===== src/common/rcps_defines.svh =====
// reset and clock-pin sequencer constants
// assumes inclusion by bare name from any design file
`ifndef RCPS_DEFINES_SVH
`define RCPS_DEFINES_SVH
`define RCPS_RESET_OUT_N_HOLD_CYCLES 512
`define RCPS_CNT_W            10
`define RCPS_CLKSEL_EXTOSC    2'h0
`define RCPS_CLKSEL_ONCHIP    2'h1
`define RCPS_CLKSEL_CRYSTAL   2'h2
`endif


===== src/common/rcps_pkg.sv =====
// types shared by the reset and clock-pin sequencer
// assumes the defines header is on the include path
`include "rcps_defines.svh"
package rcps_pkg;
	typedef enum logic [1:0] {
		RCPS_SRC_EXTOSC  = `RCPS_CLKSEL_EXTOSC,
		RCPS_SRC_ONCHIP  = `RCPS_CLKSEL_ONCHIP,
		RCPS_SRC_CRYSTAL = `RCPS_CLKSEL_CRYSTAL
	} rcps_src_e;
	typedef struct packed {
		logic      pllOn;
		rcps_src_e source;
		logic      flashProg;
	} rcps_cfg_s;
	typedef struct packed {
		logic [1:0] clockBootSelect;
		logic       crystalPin;
		logic       resetConfigPinN;
		logic       testPin;
	} rcps_straps_s;
endpackage : rcps_pkg


===== src/hdl/rcps_sync2.sv =====
// two-flop level synchroniser
// assumes the input is asynchronous to clk
`timescale 1ns/10ps
`default_nettype none
module rcps_sync2 #(
	parameter int W     = 1,
	parameter bit RSTVAL = 1'b0
) (
	input  wire logic         clk,
	input  wire logic         rst,
	input  wire logic [W-1:0] din,
	output var  logic [W-1:0] dout
);
	logic [W-1:0] meta_ff;
	always_ff @(posedge clk) begin
		if (rst) begin
			meta_ff <= {W{RSTVAL}};
			dout    <= {W{RSTVAL}};
		end else begin
			meta_ff <= din;
			dout    <= meta_ff;
		end
	end
endmodule : rcps_sync2
`default_nettype wire


===== src/hdl/rcps_sequencer.sv =====
// reset and clock-pin sequencer: reset fan-out, reset-out stretch, boot straps
// assumes ref_clk is the cpu clock; pins arrive asynchronously
// Overview of operation
// - reset input resets cpu and peripherals immediately
// - reset output low until lock plus 512
// - upper select one samples crystal pin
// - clock output follows system clock
// - external clock used except on-chip oscillator
// - upper select bit chooses pll off/normal
// - lower bit crystal, else pin picks oscillator only when upper select bit set, otherwise external
// - config pin asserted, test low: flash programming
`timescale 1ns/10ps
`default_nettype none
`include "rcps_defines.svh"
module rcps_sequencer #(
	parameter int HOLD_CYCLES = `RCPS_RESET_OUT_N_HOLD_CYCLES
) (
	input  wire logic                 ref_clk,
	input  wire logic                 rst,
	input  wire logic                 reset_in_n,
	input  wire logic                 pllLocked,
	input  wire logic                 ext_clock_in,
	input  wire rcps_pkg::rcps_straps_s straps,
	output var  logic                 coreReset,
	output var  logic                 reset_out_n,
	output var  logic                 crystalPinOut,
	output var  logic                 crystalPinOe_n,
	output var  logic                 refClockSel,
	output var  logic                 system_clock_out,
	output var  rcps_pkg::rcps_cfg_s  bootCfg
);
	import rcps_pkg::*;

	typedef enum {ST_HELD, ST_COUNT, ST_RUN} rcps_state_e;

	logic              rstInSync;
	logic              lockSync;
	rcps_straps_s      strapSync;
	rcps_state_e       state_ff;
	rcps_state_e       nxt_state;
	logic [`RCPS_CNT_W-1:0] cnt_ff;
	logic [`RCPS_CNT_W-1:0] nxt_cnt;
	rcps_cfg_s         cfg_ff;
	rcps_cfg_s         nxt_cfg;
	logic              rstoLow_ff;
	logic              relEdge;
	logic              countDone;
	logic              sampleXtal;
	rcps_src_e         decodedSrc;

	localparam logic [`RCPS_CNT_W-1:0] LAST = `RCPS_CNT_W'(HOLD_CYCLES - 1);

	rcps_sync2 #(.W(1), .RSTVAL(1'b0)) uRstSync (
		.clk (ref_clk),
		.rst (rst),
		.din (reset_in_n),
		.dout(rstInSync)
	);
	rcps_sync2 #(.W(1), .RSTVAL(1'b0)) uLockSync (
		.clk (ref_clk),
		.rst (rst),
		.din (pllLocked),
		.dout(lockSync)
	);
	rcps_sync2 #(.W($bits(rcps_straps_s)), .RSTVAL(1'b0)) uStrapSync (
		.clk (ref_clk),
		.rst (rst),
		.din (straps),
		.dout(strapSync)
	);

	// immediate reset path
	// combinational on purpose: reset must not wait for a clock edge
	assign coreReset = ~reset_in_n | rst;

	assign sampleXtal     = strapSync.clockBootSelect[1];
	assign crystalPinOe_n = sampleXtal;
	assign crystalPinOut  = 1'b0;

	assign decodedSrc = strapSync.clockBootSelect[0] ? RCPS_SRC_CRYSTAL :
	                    (strapSync.crystalPin & sampleXtal) ? RCPS_SRC_ONCHIP :
	                    RCPS_SRC_EXTOSC;

	assign refClockSel = (cfg_ff.source != RCPS_SRC_ONCHIP);

	// clock output mirror
	// gated-free mirror; pad buffer inserted in physical design
	assign system_clock_out = ref_clk;

	assign relEdge   = (state_ff == ST_HELD) & rstInSync;
	assign countDone = (cnt_ff == LAST);
	assign reset_out_n = ~rstoLow_ff;

	always_comb begin
		nxt_state = state_ff;
		nxt_cnt   = cnt_ff;
		nxt_cfg   = cfg_ff;
		case (state_ff)
			ST_HELD: begin
				nxt_cnt = '0;
				if (relEdge) begin
					nxt_cfg.pllOn     = strapSync.clockBootSelect[1];
					nxt_cfg.source    = decodedSrc;
					nxt_cfg.flashProg = ~strapSync.resetConfigPinN & ~strapSync.testPin;
					nxt_state         = ST_COUNT;
				end
			end
			ST_COUNT: begin
				if (lockSync) begin
					nxt_cnt = cnt_ff + 1'b1;
					if (countDone) begin
						nxt_state = ST_RUN;
					end
				end
			end
			ST_RUN: begin
				nxt_cnt = cnt_ff;
			end
			default: begin
				nxt_state = ST_HELD;
			end
		endcase
		if (!rstInSync) begin
			nxt_state = ST_HELD;
		end
	end

	always_ff @(posedge ref_clk or posedge coreReset) begin
		if (coreReset) begin
			state_ff   <= ST_HELD;
			cnt_ff     <= '0;
			cfg_ff     <= '0;
			rstoLow_ff <= 1'b1;
		end else begin
			state_ff   <= nxt_state;
			cnt_ff     <= nxt_cnt;
			cfg_ff     <= nxt_cfg;
			rstoLow_ff <= (nxt_state != ST_RUN);
		end
	end

	assign bootCfg = cfg_ff;
endmodule : rcps_sequencer
`default_nettype wire


===== config.mk =====
export PLATFORM = sky130hd
export DESIGN_NAME = rcps_sequencer
export DESIGN_NICKNAME = d
export VERILOG_FILES = /design/src/common/rcps_pkg.sv /design/src/hdl/rcps_sync2.sv /design/src/hdl/rcps_sequencer.sv
export VERILOG_INCLUDE_DIRS = /design/src /design/src/common
export SDC_FILE = /design/constraint.sdc
export NUM_CORES = 1
export LEC_CHECK = 0
export BUFFER_PORTS_ARGS = -buffer_cell sky130_fd_sc_hd__buf_2
export CAP_MARGIN = 10
export CORE_MARGIN = 10
export CORE_UTILIZATION = 60
export DETAILED_ROUTE_END_ITERATION = 8
export PLACE_DENSITY = 0.8
export SETUP_SLACK_MARGIN = 0.2
export SLEW_MARGIN = 0
export SYNTH_ARGS = -nofsm -noshare
export SYNTH_HDL_FRONTEND = slang
export SYNTH_HIERARCHICAL = 1
export SYNTH_SLANG_ARGS = --single-unit

===== constraint.sdc =====
create_clock -name ref_clk -period 11.4 [get_ports ref_clk]
set_input_delay 2.28 -clock ref_clk [delete_from_list [all_inputs] [get_ports ref_clk]]
set_output_delay 2.28 -clock ref_clk [all_outputs]
set_load 0.01 [all_outputs]

## After elaboration in Yosys (flattened, before gate mapping)

Cells that the tools add are included.

- Flip-flop bits (word level): 61
- Input bits: 10
- Output and inout port bits: 10
- Logic and storage cells: 41

- Add/subtract/negate cells: 1
- Eq/ne operators: 6
- Multiplexer cells: 9
- Bitwise gates (word level): 8
- Reduce and logical (&&, ||, !) cells: 5

Operators by type and width:

| cell | number |
|---|---|
| $mux 32 | 4 |
| $pmux 32 s3 | 1 |
| $logic_not 32->1 | 2 |
| $eq 32x1->1 const B | 1 |
| $eq 32x2->1 const B | 1 |
| $ne 32x3->1 const B | 1 |
| $pmux 10 s2 | 1 |
| $add 10x1->10 const B | 1 |
| $eq 10x9->1 const B | 1 |
| $mux 10 | 1 |
| $ne 2x1->1 const B | 2 |
| $not 1->1 | 4 |
| $reduce_and 2->1 | 2 |
| $and 1x1->1 | 3 |
| $mux 2 | 1 |
| $reduce_bool 2->1 | 1 |
| $mux 1 | 1 |
| $or 1x1->1 | 1 |

## Depth between registers and ports, before layout

Gate-level depths: netlist of the first run.

- Word-level depth: 6
- Gate-level depth with buffers: 6
- Mapped depth without buffers: 5

## Hierarchy

The synthesis of the first run kept the hierarchy.

Modules (own cells, without submodules):

| module | times used | cells an instance | area an instance (µm²) | seq. area each (µm²) |
|---|---|---|---|---|
| rcps_sequencer | 1 | 138 | 1,798.0 | 1,177.4 |
| rcps_sync2 at uStrapSync | 1 | 20 | 262.8 | 200.2 |
| rcps_sync2 at uLockSync ... | 2 | 4 | 52.6 | 40.0 |

==> out/metrics.csv, run 1 <==
stage,metric,value,unit
run_status,status,"complete, no violations",
cells_and_area,drive_gt1_share,19.56,%
worst_setup_path,criticalPathCategory,clock port to output port,
floorplanning,io_pins,20,
clock_network,clk_pin_slew,0.09,ns
power_and_ir_drop,pwr-share-comb,2.6,%
synthesis,synth_top_area_share,53.15,%
placement,io_buffers,17,
worst_setup_path,reg2reg_setup_slack,8.99,ns
synthesis,synthTopCellsByArea,"dfrtp_1 53%, dfxtp_1 13%, nor2b_1 4.3%, o41ai_1 3.6%, o31ai_1 2.4%",
worst_hold_path,hp-class,flip-flop to flip-flop,
route,wirelength,3666,µm
power_and_ir_drop,leakagePower,1.170,nW
power_and_ir_drop,p_switching,0.08980,mW
synthesis,yosys_warnings,6,
route,vias_per_cell,5.251,
route,firstDrtPassIters,6,
cells_and_area,nets,231,
floorplanning,start_util,63.41,%
synthesis,synth_cell_type_count,35,
floorplanning,die_w,80.08,µm
route,wire_per_inst,13.53,µm
cells_and_area,n_fill_cell,235,
worst_setup_path,reg2reg_depth,4,
worst_setup_path,worst_path_most_repeated_cell,clkbuf_4,
global_route,globalRouteOverflowTotal,0,
synthesis,syn_area,2166,µm²
worst_setup_path,crit_arrival,6.06,ns
synthesis,synthCells,166,
floorplanning,die_h,80.08,µm
power_and_ir_drop,vdd_ir_drop_max,0.1482,mV
power_and_ir_drop,p_seq_share,56.7,%
route,drt_iter0_drc,94,
power_and_ir_drop,power.density,155.6,nW/µm²
synthesis,muxShareOfSynthArea,2.080,%
power_and_ir_drop,p_int,0.3086,mW
synthesis,synth_xor_area_share,0,%
worst_setup_path,worstSetupStartpointType,clock port,
global_route,grt_pass1_wl,6065,µm
power_and_ir_drop,p_sw_share,22.54,%
global_route,grt_max_degree,49,
route,postRouteAntennaNets,0,
floorplanning,dieArea,6413,µm²
job,cap_viol_max_count,0,
worst_setup_path,r2r-start,state_ff[2],
cells_and_area,antenna_cells,0,
cells_and_area,synthToLayoutAreaGrowth,18.20,%
timing,final_max_slew_viol_count,0,
floorplanning,rows,21,
clock_network,cts_tree,yes,
synthesis,yosysTopAreaCell,dfrtp_1,
clock_network,post_cts_resized,0,
synthesis,ys_seq_area_share,67.30,%
clock_network,postCtsSetupBuffers,0,
timing,worst-slew-pin-transition,0.5736,ns
route,drc,0,
clock_network,hold_buffers,0,
worst_setup_path,worstPathRequired,9.12,ns
worst_setup_path,path_max_fanout,2,
synthesis,synth_compound_area_share,9.648,%
worst_hold_path,hold_end,uStrapSync/dout[1],
timing,setup_violations,0,
clock_network,clock_latency,0.51,ns
timing,setup_tns,0,ns
synthesis,syn-mean-instance-area,13.05,µm²
power_and_ir_drop,clkPwrFrac,40.7,%
global_route,grt_pass1_vias,1408,
global_route,grt_usage,12.68,%
route,vias,1423,
worst_setup_path,endpoint_kind,output port,
global_route,antenna_found_initial,0,
worst_setup_path,slowest_stage,buf_2,
synthesis,synth_seq_cells,61,
synthesis,synthSimpleGateAreaFrac,17.74,%
timing,grt_setup_unrepaired,no,
synthesis,synth-adder-area-share,0.5777,%
timing,slew_headroom,61.66,%
placement,hpwl,2438,µm
timing,skew,0.01436,ns
worst_hold_path,hp-start,uStrapSync/meta_ff[1],
synthesis,synth_top_family_by_area,simple AND/OR/NAND/NOR gates,
floorplanning,core-area,3416,µm²
timing,finalHoldViolations,0,
worst_setup_path,cpPeakStageDelay,0.13,ns
worst_hold_path,whs_path_depth,1,
worst_setup_path,reg2reg_to,cnt_ff[4],
worst_setup_path,path_cells,clkbuf_4 -> clkbuf_4 -> buf_2,
timing,hold_slack,0.4525,ns
placement,gp_congestion,0.8155,
## flip-flops by register name, summed over array words and instances, names as in the netlist
signal / count
bootCfg: 4
cnt_ff: 10
rstoLow_ff: 1
state_ff: 32
uLockSync/dout: 1
uLockSync/meta_ff: 1
uRstSync/dout: 1
uRstSync/meta_ff: 1
uStrapSync/dout: 5
uStrapSync/meta_ff: 5
## layer usage
metal / wire length (µm) / share of wire [%] / global-route usage [%]
met5: 0 / 0 / 0
met4: 82 / 2.2 / 9.507
met3: 121 / 3.3 / 5.234
met2: 1906 / 52 / 20.71
met1: 1555 / 42 / 12.68
## metrics by stage
stage | area [µm²] | total power [mW] | worst slack, ns | util, % | instances
after floorplan | 2278 | 0.2434 | 3.301 | - | 196
after global placement | 2397 | 0.2449 | 3.305 | 70.18 | 252
after detailed placement | 2397 | 0.2459 | 3.305 | 70.18 | 252
final | 2560 | 0.3984 | 3.064 | 74.95 | 271
after CTS | 2560 | 0.4035 | 3.048 | 74.95 | 271
after global routing | 2560 | 0.4171 | 3.047 | 74.95 | 271
## logic make-up after synthesis
kind of cell    count (synthesis)
simple gates                   61
flops                          61
compound gates                 26
buf+inv                        12
mux                             4
fa+ha+maj                       1
other cells                     1
## power by group through the flow
stage / Clock, mW / Sequential (mW) / Combinational (mW)
finish: 0.162 / 0.226 / 0.0102
floorplan: 0.00723 / 0.230 / 0.00645
global placement: 0.00530 / 0.230 / 0.00969
CTS: 0.167 / 0.226 / 0.0102
detailed placement: 0.00530 / 0.231 / 0.0101
global route: 0.178 / 0.227 / 0.0123
## worst max-delay path by stage
stage	startpoint	to	cells after the start
global placement	ref_clk	system_clock_out	1
floorplan	ref_clk	system_clock_out	1
detailed placement	ref_clk	system_clock_out	1
global route	ref_clk	system_clock_out	3
finish	ref_clk	system_clock_out	3
CTS	ref_clk	system_clock_out	3
## final cells by class
cell class,count,area [µm²],share of cell area [%]
multi-input combinational,123,774.5,30.25
clock buffer,17,150.1,5.865
inverter,4,15.01,0.5865
tap,46,57.56,2.248
sequential,61,1458,56.94
timing repair buffer,17,87.58,3.421
clock inverter,3,17.52,0.6843
## layout by cell type, fill, tap and decap left out, drive strengths merged, types with 3 or more instances in the layout
cell type / synthesis / final
nand2: 6 / 6
mux2: 4 / 4
nand2b: 4 / 4
dfrtp: 46 / 46
clkbuf: 5 / 16
o211ai: 5 / 5
nand4: 3 / 3
nor2b: 15 / 15
dfxtp: 14 / 14
nor4: 8 / 8
nor2: 6 / 6
inv: 4 / 4
buf: 3 / 18
o31ai: 7 / 7
conb: 1 / 31
nand3: 6 / 6
o41ai: 9 / 9
## critical path, delay by kind of cell
kind                   cells  cell delay (ns)
buffers and inverters      3             0.36
## Yosys cell counts
cell / instances
o211ai_1: 5
nor4b_1: 1
and2_1: 2
clkbuf_1: 5
o41ai_1: 9
or4_1: 2
nand3_1: 6
inv_2: 1
and3_1: 2
nor2_1: 6
buf_2: 1
conb_1: 1
or3_1: 2
o2111ai_1: 1
nor4_1: 4
buf_4: 2
ha_1: 1
dfxtp_1: 14
nor4bb_1: 1
nor2b_1: 15
nor4_2: 4
dfrtp_1: 46
o2111a_1: 1
inv_1: 3
a21oi_1: 1
nand4_1: 3
o311ai_1: 1
dfstp_2: 1
nand2_1: 6
nor3b_1: 1
o31ai_1: 7
and4_1: 2
mux2_1: 4
a31oi_1: 1
nand2b_1: 4
Power figures use the tool's default switching activity.
==> inputs of run 2 (changes only) <==
--- a/config.mk
+++ b/config.mk
@@ -9,9 +9,9 @@
 export BUFFER_PORTS_ARGS = -buffer_cell sky130_fd_sc_hd__buf_2
 export CAP_MARGIN = 10
 export CORE_MARGIN = 10
-export CORE_UTILIZATION = 60
+export CORE_UTILIZATION = 57
 export DETAILED_ROUTE_END_ITERATION = 8
-export PLACE_DENSITY = 0.8
+export PLACE_DENSITY = 0.77
 export SETUP_SLACK_MARGIN = 0.2
 export SLEW_MARGIN = 0
 export SYNTH_ARGS = -nofsm -noshare
==> constraint.sdc (replaced) <==
create_clock -name ref_clk -period 7.7 [get_ports ref_clk]
set_input_delay 1.54 -clock ref_clk [delete_from_list [all_inputs] [get_ports ref_clk]]
set_output_delay 1.54 -clock ref_clk [all_outputs]
set_load 0.01 [all_outputs]
==> run 2 against run 1 <==
Against the previous run:
- global-route usage increased by 0.99 points
- utilization fell by 2.2 points
- combinational power grew 49%
- critical path type unchanged
- sequential power is 48% higher
- non-clock buffer count is the same
- clock power increased by 120%
- via count is 1.5% higher
- register-to-register slack got worse by 3.8 ns
- power grew 77%
==> out/metrics.csv, run 2 (synthesis results as in run 1) <==
stage,metric,value,unit,change
run_status,status,"complete, no violations",,
placement,gp_congestion,0.8196,,+0.50%
route,wirelength,3974,µm,+8.4%
timing,worst-slew-pin-transition,0.5880,ns,+0.01443 ns
cells_and_area,drive_gt1_share,18.67,%,-0.89 points
power_and_ir_drop,p_seq_share,47.4,%,-9.3 points
timing,setup_violations,0,,unchanged
worst_setup_path,path_max_fanout,2,,unchanged
cells_and_area,stdcell_count,273,,+0.74%
worst_setup_path,r2r-start,state_ff[2],,
clock_network,cts_tree,yes,,
timing,slew_headroom,60.47,%,-1.2 points
route,firstDrtPassIters,4,,-2
route,drt_iter0_drc,230,,+140%
global_route,grt_max_degree,49,,unchanged
cells_and_area,reg.largest.list,"state_ff: 32 flops, cnt_ff: 10 flops",,
power_and_ir_drop,p_int,0.5599,mW,+81%
power_and_ir_drop,clkPwrFrac,50.4,%,+9.7 points
worst_setup_path,reg2reg_to,cnt_ff[4],,
floorplanning,dieArea,6665,µm²,+3.9%
placement,dp.cells,254,,+0.79%
worst_setup_path,worst_path_most_repeated_cell,clkbuf_8,,
job,cap_viol_max_count,0,,unchanged
timing,grt_setup_unrepaired,no,,
worst_setup_path,criticalPathCategory,clock port to output port,,
power_and_ir_drop,p_sw_share,20.83,%,-1.7 points
cells_and_area,synthToLayoutAreaGrowth,22.93,%,
route,postRouteAntennaNets,0,,unchanged
cells_and_area,antenna_cells,0,,unchanged
floorplanning,core-area,3661,µm²,+7.2%
power_and_ir_drop,pwr-share-comb,2.1,%,-0.5 points
worst_setup_path,cp_top_family,buffers and inverters,,
floorplanning,die_w,81.64,µm,+1.9%
power_and_ir_drop,p_switching,0.1473,mW,+64%
floorplanning,die_h,81.64,µm,+1.9%
power_and_ir_drop,leakagePower,1.208,nW,+3.2%
worst_hold_path,hp-class,flip-flop to flip-flop,,
placement,io_buffers,17,,unchanged
worst_hold_path,hp-start,uStrapSync/meta_ff[3],,
route,drc,0,,unchanged
clock_network,clk_pin_slew,0.06,ns,-0.03 ns
worst_setup_path,worstPathRequired,6.16,ns,-2.96 ns
cells_and_area,mostFrequentLayoutCells,"46 x dfrtp_1, 31 x conb_1, 17 x buf_2",,
global_route,grt_pass1_wl,6775,µm,+12%
power_and_ir_drop,vdd_ir_drop_max,0.2035,mV,+37%
clock_network,post_cts_resized,0,,unchanged
cells_and_area,n_fill_cell,242,,+3.0%
power_and_ir_drop,power.density,265.6,nW/µm²,+71%
timing,finalHoldViolations,0,,unchanged
timing,final_max_slew_viol_count,0,,unchanged
worst_setup_path,reg2reg_setup_slack,5.22,ns,-3.77 ns
route,vias,1445,,+1.5%
timing,setup_tns,0,ns,unchanged
worst_hold_path,hold_end,uStrapSync/dout[3],,
cells_and_area,final_core_util,72.73,%,-2.2 points
worst_setup_path,worstSetupStartpointType,clock port,,
timing,skew,0.006760,ns,-0.007602 ns
worst_setup_path,reg2reg_depth,4,,unchanged
route,vias_per_cell,5.293,,+0.80%
floorplanning,rows,22,,+4.8%
power_and_ir_drop,p_total,0.7072,mW,+77%
global_route,antenna_found_initial,0,,unchanged
worst_setup_path,path_buf_inv,3,,unchanged
route,wire_per_inst,14.56,µm,+7.6%
placement,hpwl,2519,µm,+3.3%
clock_network,clock_latency,0.44,ns,-0.07 ns
worst_setup_path,slowest_stage,buf_2,,
cells_and_area,final_common_cell,dfrtp_1,,
floorplanning,io_pins,20,,unchanged
worst_setup_path,endpoint_kind,output port,,
cells_and_area,largest_reg_flops,32,,unchanged
cells_and_area,nets,231,,unchanged
worst_hold_path,whs_path_depth,1,,unchanged
worst_setup_path,crit_arrival,4.21,ns,-1.85 ns
clock_network,postCtsSetupBuffers,0,,unchanged
global_route,grt_usage,13.67,%,+0.99 points
cells_and_area,regMostFlops,state_ff,,
worst_setup_path,cpPeakStageDelay,0.14,ns,about the same
global_route,globalRouteOverflowTotal,0,,unchanged
worst_setup_path,path_cells,clkbuf_8 -> clkbuf_8 -> buf_2,,
global_route,grt_pass1_vias,1498,,+6.4%
floorplanning,start_util,59.16,%,-4.2 points
clock_network,hold_buffers,0,,unchanged
run 2: cell types whose count changed in the layout (fill, tap and decap cells not counted):
cell       change
clkbuf_16      +1
clkbuf_8      +10
clkbuf_4      -12
clkbuf_1       +2
clkinv_2       -2
bufinv_16      +1
run 2: layer usage:
layer	vias to the layer above	GRT usage, %	wire, µm
met1	691	14.38	1588
li1	682	-	-
met5	-	0	0
met4	0	10.03	111
met3	15	6.332	233
met2	57	21.25	2040
run 2: worst max-delay path by stage:
stage                     slack, ns  depth (start not counted)  startpoint          endpoint
final                          1.95                          3     ref_clk  system_clock_out
after CTS                      1.93                          3     ref_clk  system_clock_out
after global routing           1.92                          3     ref_clk  system_clock_out
after detailed placement       2.20                          1     ref_clk  system_clock_out
after global placement         2.20                          1     ref_clk  system_clock_out
after floorplan                2.00                          2         rst         coreReset
run 2: cell type report:
class	count	area, µm²	share of cell area [%]
tap	48	60.06	2.256
multi-input combinational	123	774.5	29.09
inverter	4	15.01	0.5639
clock buffer	18	230.2	8.647
clock inverter	2	37.54	1.410
sequential	61	1458	54.75
timing repair buffer	17	87.58	3.289
run 2: stage by stage:
stage,instance area [µm²],worst slack (ns),hold slack [ns]
4_1_cts,2663,1.934,0.4396
3_5_place_dp,2400,2.195,0.4316
3_3_place_gp,2400,2.195,0.4180
2_1_floorplan,2278,2.004,0.4138
5_1_grt,2663,1.925,0.4626
6_report,2663,1.947,0.4339
run 2: power by group through the flow:
stage                     clock, mW  sequential (mW)  combinational [mW]
after global placement      0.00785            0.340              0.0144
after floorplan              0.0107            0.340             0.00954
after CTS                     0.363            0.335              0.0151
after global routing          0.387            0.336              0.0180
after detailed placement    0.00785            0.341              0.0149
final                         0.357            0.335              0.0152
==> inputs of run 3 (changes only) <==
--- a/config.mk
+++ b/config.mk
@@ -6,12 +6,13 @@
 export SDC_FILE = /design/constraint.sdc
 export NUM_CORES = 1
 export LEC_CHECK = 0
+export ABC_AREA = 1
 export BUFFER_PORTS_ARGS = -buffer_cell sky130_fd_sc_hd__buf_2
 export CAP_MARGIN = 10
 export CORE_MARGIN = 10
-export CORE_UTILIZATION = 57
+export CORE_UTILIZATION = 58
 export DETAILED_ROUTE_END_ITERATION = 8
-export PLACE_DENSITY = 0.77
+export PLACE_DENSITY = 0.78
 export SETUP_SLACK_MARGIN = 0.2
 export SLEW_MARGIN = 0
 export SYNTH_ARGS = -nofsm -noshare
==> constraint.sdc (replaced) <==
create_clock -name ref_clk -period 5.6 [get_ports ref_clk]
set_input_delay 1.12 -clock ref_clk [delete_from_list [all_inputs] [get_ports ref_clk]]
set_output_delay 1.12 -clock ref_clk [all_outputs]
set_load 0.01 [all_outputs]
==> run 3 against run 2 <==
Against the previous run:
- critical path depth stayed put
- count of clock-buffer cells in the layout is 3 lower
- synthesized area is 12% higher
- synthesized cell count is 64% higher
- cell count is 41% higher
- power is 24% higher
- via count is 13% higher
- clock skew is 0.00089 ns higher
- register-to-register slack worse by 1.2 ns
- combinational power is 81% higher
- worst setup slack worse by 0.62 ns
- largest power group is now registers
==> out/metrics.csv, run 3 <==
stage,metric,value,unit,change
synthesis,async_flop_share,77.05,%,unchanged
timing,final_max_slew_viol_count,0,,unchanged
synthesis,yosysTopAreaCell,dfrtp_1,,
cells_and_area,synthToLayoutAreaGrowth,18.05,%,
floorplanning,dieArea,7155,µm²,+7.4%
clock_network,hold_buffers,0,,unchanged
synthesis,synth_commonest_cells,"64 x nand2_1, 56 x inv_1, 46 x dfrtp_1",,
route,wirelength,3439,µm,-13%
worst_setup_path,r2r-start,state_ff[4],,
cells_and_area,largest_reg_flops,32,,unchanged
route,postRouteAntennaNets,0,,unchanged
worst_setup_path,reg2reg_to,cnt_ff[3],,
cells_and_area,mostFrequentLayoutCells,"64 x nand2_1, 56 x inv_1, 46 x dfrtp_1",,
worst_setup_path,crit_arrival,3.16,ns,-1.05 ns
synthesis,synthMostInstantiatedCell,nand2_1,,
global_route,grt_pass1_vias,1572,,+4.9%
clock_network,cts_tree,yes,,
cells_and_area,n_fill_cell,316,,+31%
synthesis,synth_seq_cells,61,,unchanged
clock_network,clk_pin_slew,0.06,ns,about the same
route,vias_per_cell,4.268,,-19%
synthesis,synthCells,272,,+64%
cells_and_area,final_common_cell,nand2_1,,
synthesis,syn_area,2420,µm²,+12%
floorplanning,core-area,4029,µm²,+10%
worst_setup_path,worstSetupStartpointType,clock port,,
worst_hold_path,hp-start,uRstSync/meta_ff,,
worst_setup_path,reg2reg_depth,8,,+4
cells_and_area,nets,340,,+47%
global_route,globalRouteOverflowTotal,0,,unchanged
synthesis,synthTopCellsByArea,"dfrtp_1 48%, dfxtp_1 12%, nand2_1 9.9%, inv_1 8.7%, nor2_1 6.0%",,
synthesis,syn-mean-instance-area,8.896,µm²,-32%
synthesis,ys_seq_area_share,60.24,%,-7.1 points
route,drt_iter0_drc,70,,-70%
global_route,grt_max_degree,49,,unchanged
cells_and_area,fin_area,2856,µm²,+7.3%
worst_setup_path,worstPathRequired,4.48,ns,-1.68 ns
synthesis,synth-edff-count,0,,unchanged
floorplanning,rows,23,,+4.5%
cells_and_area,antenna_cells,0,,unchanged
worst_setup_path,reg2reg_setup_slack,3.99,ns,-1.23 ns
cells_and_area,reg.largest.list,"state_ff: 32 flops, cnt_ff: 10 flops",,
synthesis,synth_ff_type,dfrtp_1,,
floorplanning,die_w,84.59,µm,+3.6%
power_and_ir_drop,vdd_ir_drop_max,0.2726,mV,+34%
worst_hold_path,hp-class,flip-flop to flip-flop,,
timing,finalHoldViolations,0,,unchanged
timing,setup_violations,0,,unchanged
clock_network,clock_latency,0.43,ns,about the same
job,cap_viol_max_count,0,,unchanged
placement,io_buffers,17,,unchanged
synthesis,synth_cell_type_count,26,,-26%
clock_network,post_cts_resized,0,,unchanged
power_and_ir_drop,leakagePower,1.528,nW,+26%
power_and_ir_drop,power.density,307.1,nW/µm²,+16%
route,firstDrtPassIters,4,,unchanged
worst_setup_path,criticalPathCategory,clock port to output port,,
route,wire_per_inst,8.956,µm,-38%
worst_setup_path,cp-endpoint,system_clock_out,,
floorplanning,start_util,60.06,%,+0.90 points
timing,setup_tns,0,ns,unchanged
synthesis,synth_top_area_share,47.57,%,-5.6 points
placement,dpl_cell_area,2646,µm²,+10%
cells_and_area,regMostFlops,state_ff,,
global_route,grt_pass1_wl,6348,µm,-6.3%
timing,hold_slack,0.3992,ns,-0.03464 ns
floorplanning,die_h,84.59,µm,+3.6%
route,drc,0,,unchanged
timing,skew,0.007653,ns,+0.0008930 ns
placement,gp_congestion,0.7909,,-3.5%
worst_setup_path,worstSetupStartpoint,ref_clk,,
timing,grt_setup_unrepaired,no,,
synthesis,yosys_warnings,6,,unchanged
timing,slew_headroom,62.48,%,+2.0 points
run_status,status,"complete, no violations",,
placement,hpwl,2382,µm,-5.5%
timing,worst-slew-pin-transition,0.5628,ns,-0.02521 ns
worst_setup_path,endpoint_kind,output port,,
cells_and_area,drive_gt1_share,15.87,%,-2.8 points
global_route,antenna_found_initial,0,,unchanged
floorplanning,io_pins,20,,unchanged
route,vias,1639,,+13%
clock_network,postCtsSetupBuffers,0,,unchanged
worst_setup_path,path_max_fanout,2,,unchanged
global_route,grt_usage,11.07,%,-2.6 points
run 3: final cells by class:
class,instances,area (µm²),area share [%]
Clock buffer,15,187.7,6.570
Clock inverter,5,27.53,0.9636
Inverter,57,214.0,7.490
Multi-Input combinational cell,179,819.5,28.69
Sequential cell,61,1458,51.03
Tap cell,50,62.56,2.190
Timing Repair Buffer,17,87.58,3.066
run 3: worst max-delay path: stages:
cell and delay, ns:
clkbuf_8 0.11, clkbuf_8 0.12, buf_2 0.13
run 3: logic make-up after synthesis:
group / Yosys count / share of synthesized area, %
fa+ha+maj: 1 / 0.5170
xor+xnor: 4 / 1.448
buf+inv: 62 / 10.86
compound gates: 10 / 2.482
other cells: 1 / 0.1550
simple gates: 133 / 24.30
flops: 61 / 60.24
run 3: power breakdown:
part           switching (mW)  internal [mW]  total [mW]
Clock                   0.171          0.220       0.391
Combinational          0.0193        0.00820      0.0275
Sequential            0.00399          0.455       0.459
run 3: worst min-delay path by stage:
stage / to / depth (start not counted) / slack, ns
6_report: uRstSync/dout / 2 / 0.40
2_1_floorplan: uLockSync/dout / 2 / 0.39
5_1_grt: uRstSync/dout / 2 / 0.42
3_3_place_gp: uStrapSync/dout[2] / 2 / 0.39
3_5_place_dp: uStrapSync/dout[3] / 2 / 0.39
4_1_cts: uStrapSync/dout[3] / 2 / 0.40
run 3: routing by layer:
metal / vias to the layer above / share of wire [%] / wire (µm) / global-route usage (%)
met3: 9 / 4.2 / 143 / 4.541
met5: - / 0 / 0 / 0
met1: 731 / 43 / 1484 / 10.40
met2: 21 / 50 / 1722 / 18.67
li1: 878 / - / - / -
met4: 0 / 2.6 / 88 / 8.683
run 3: stage by stage:
stage,power [mW],std cells,worst slack (ns),util [%]
after floorplan,0.5019,302,0.8615,-
after global placement,0.5044,365,1.565,65.68
after detailed placement,0.5060,365,1.565,65.68
after CTS,0.8920,384,1.315,70.90
after global routing,0.9199,384,1.308,70.90
final,0.8771,384,1.323,70.90
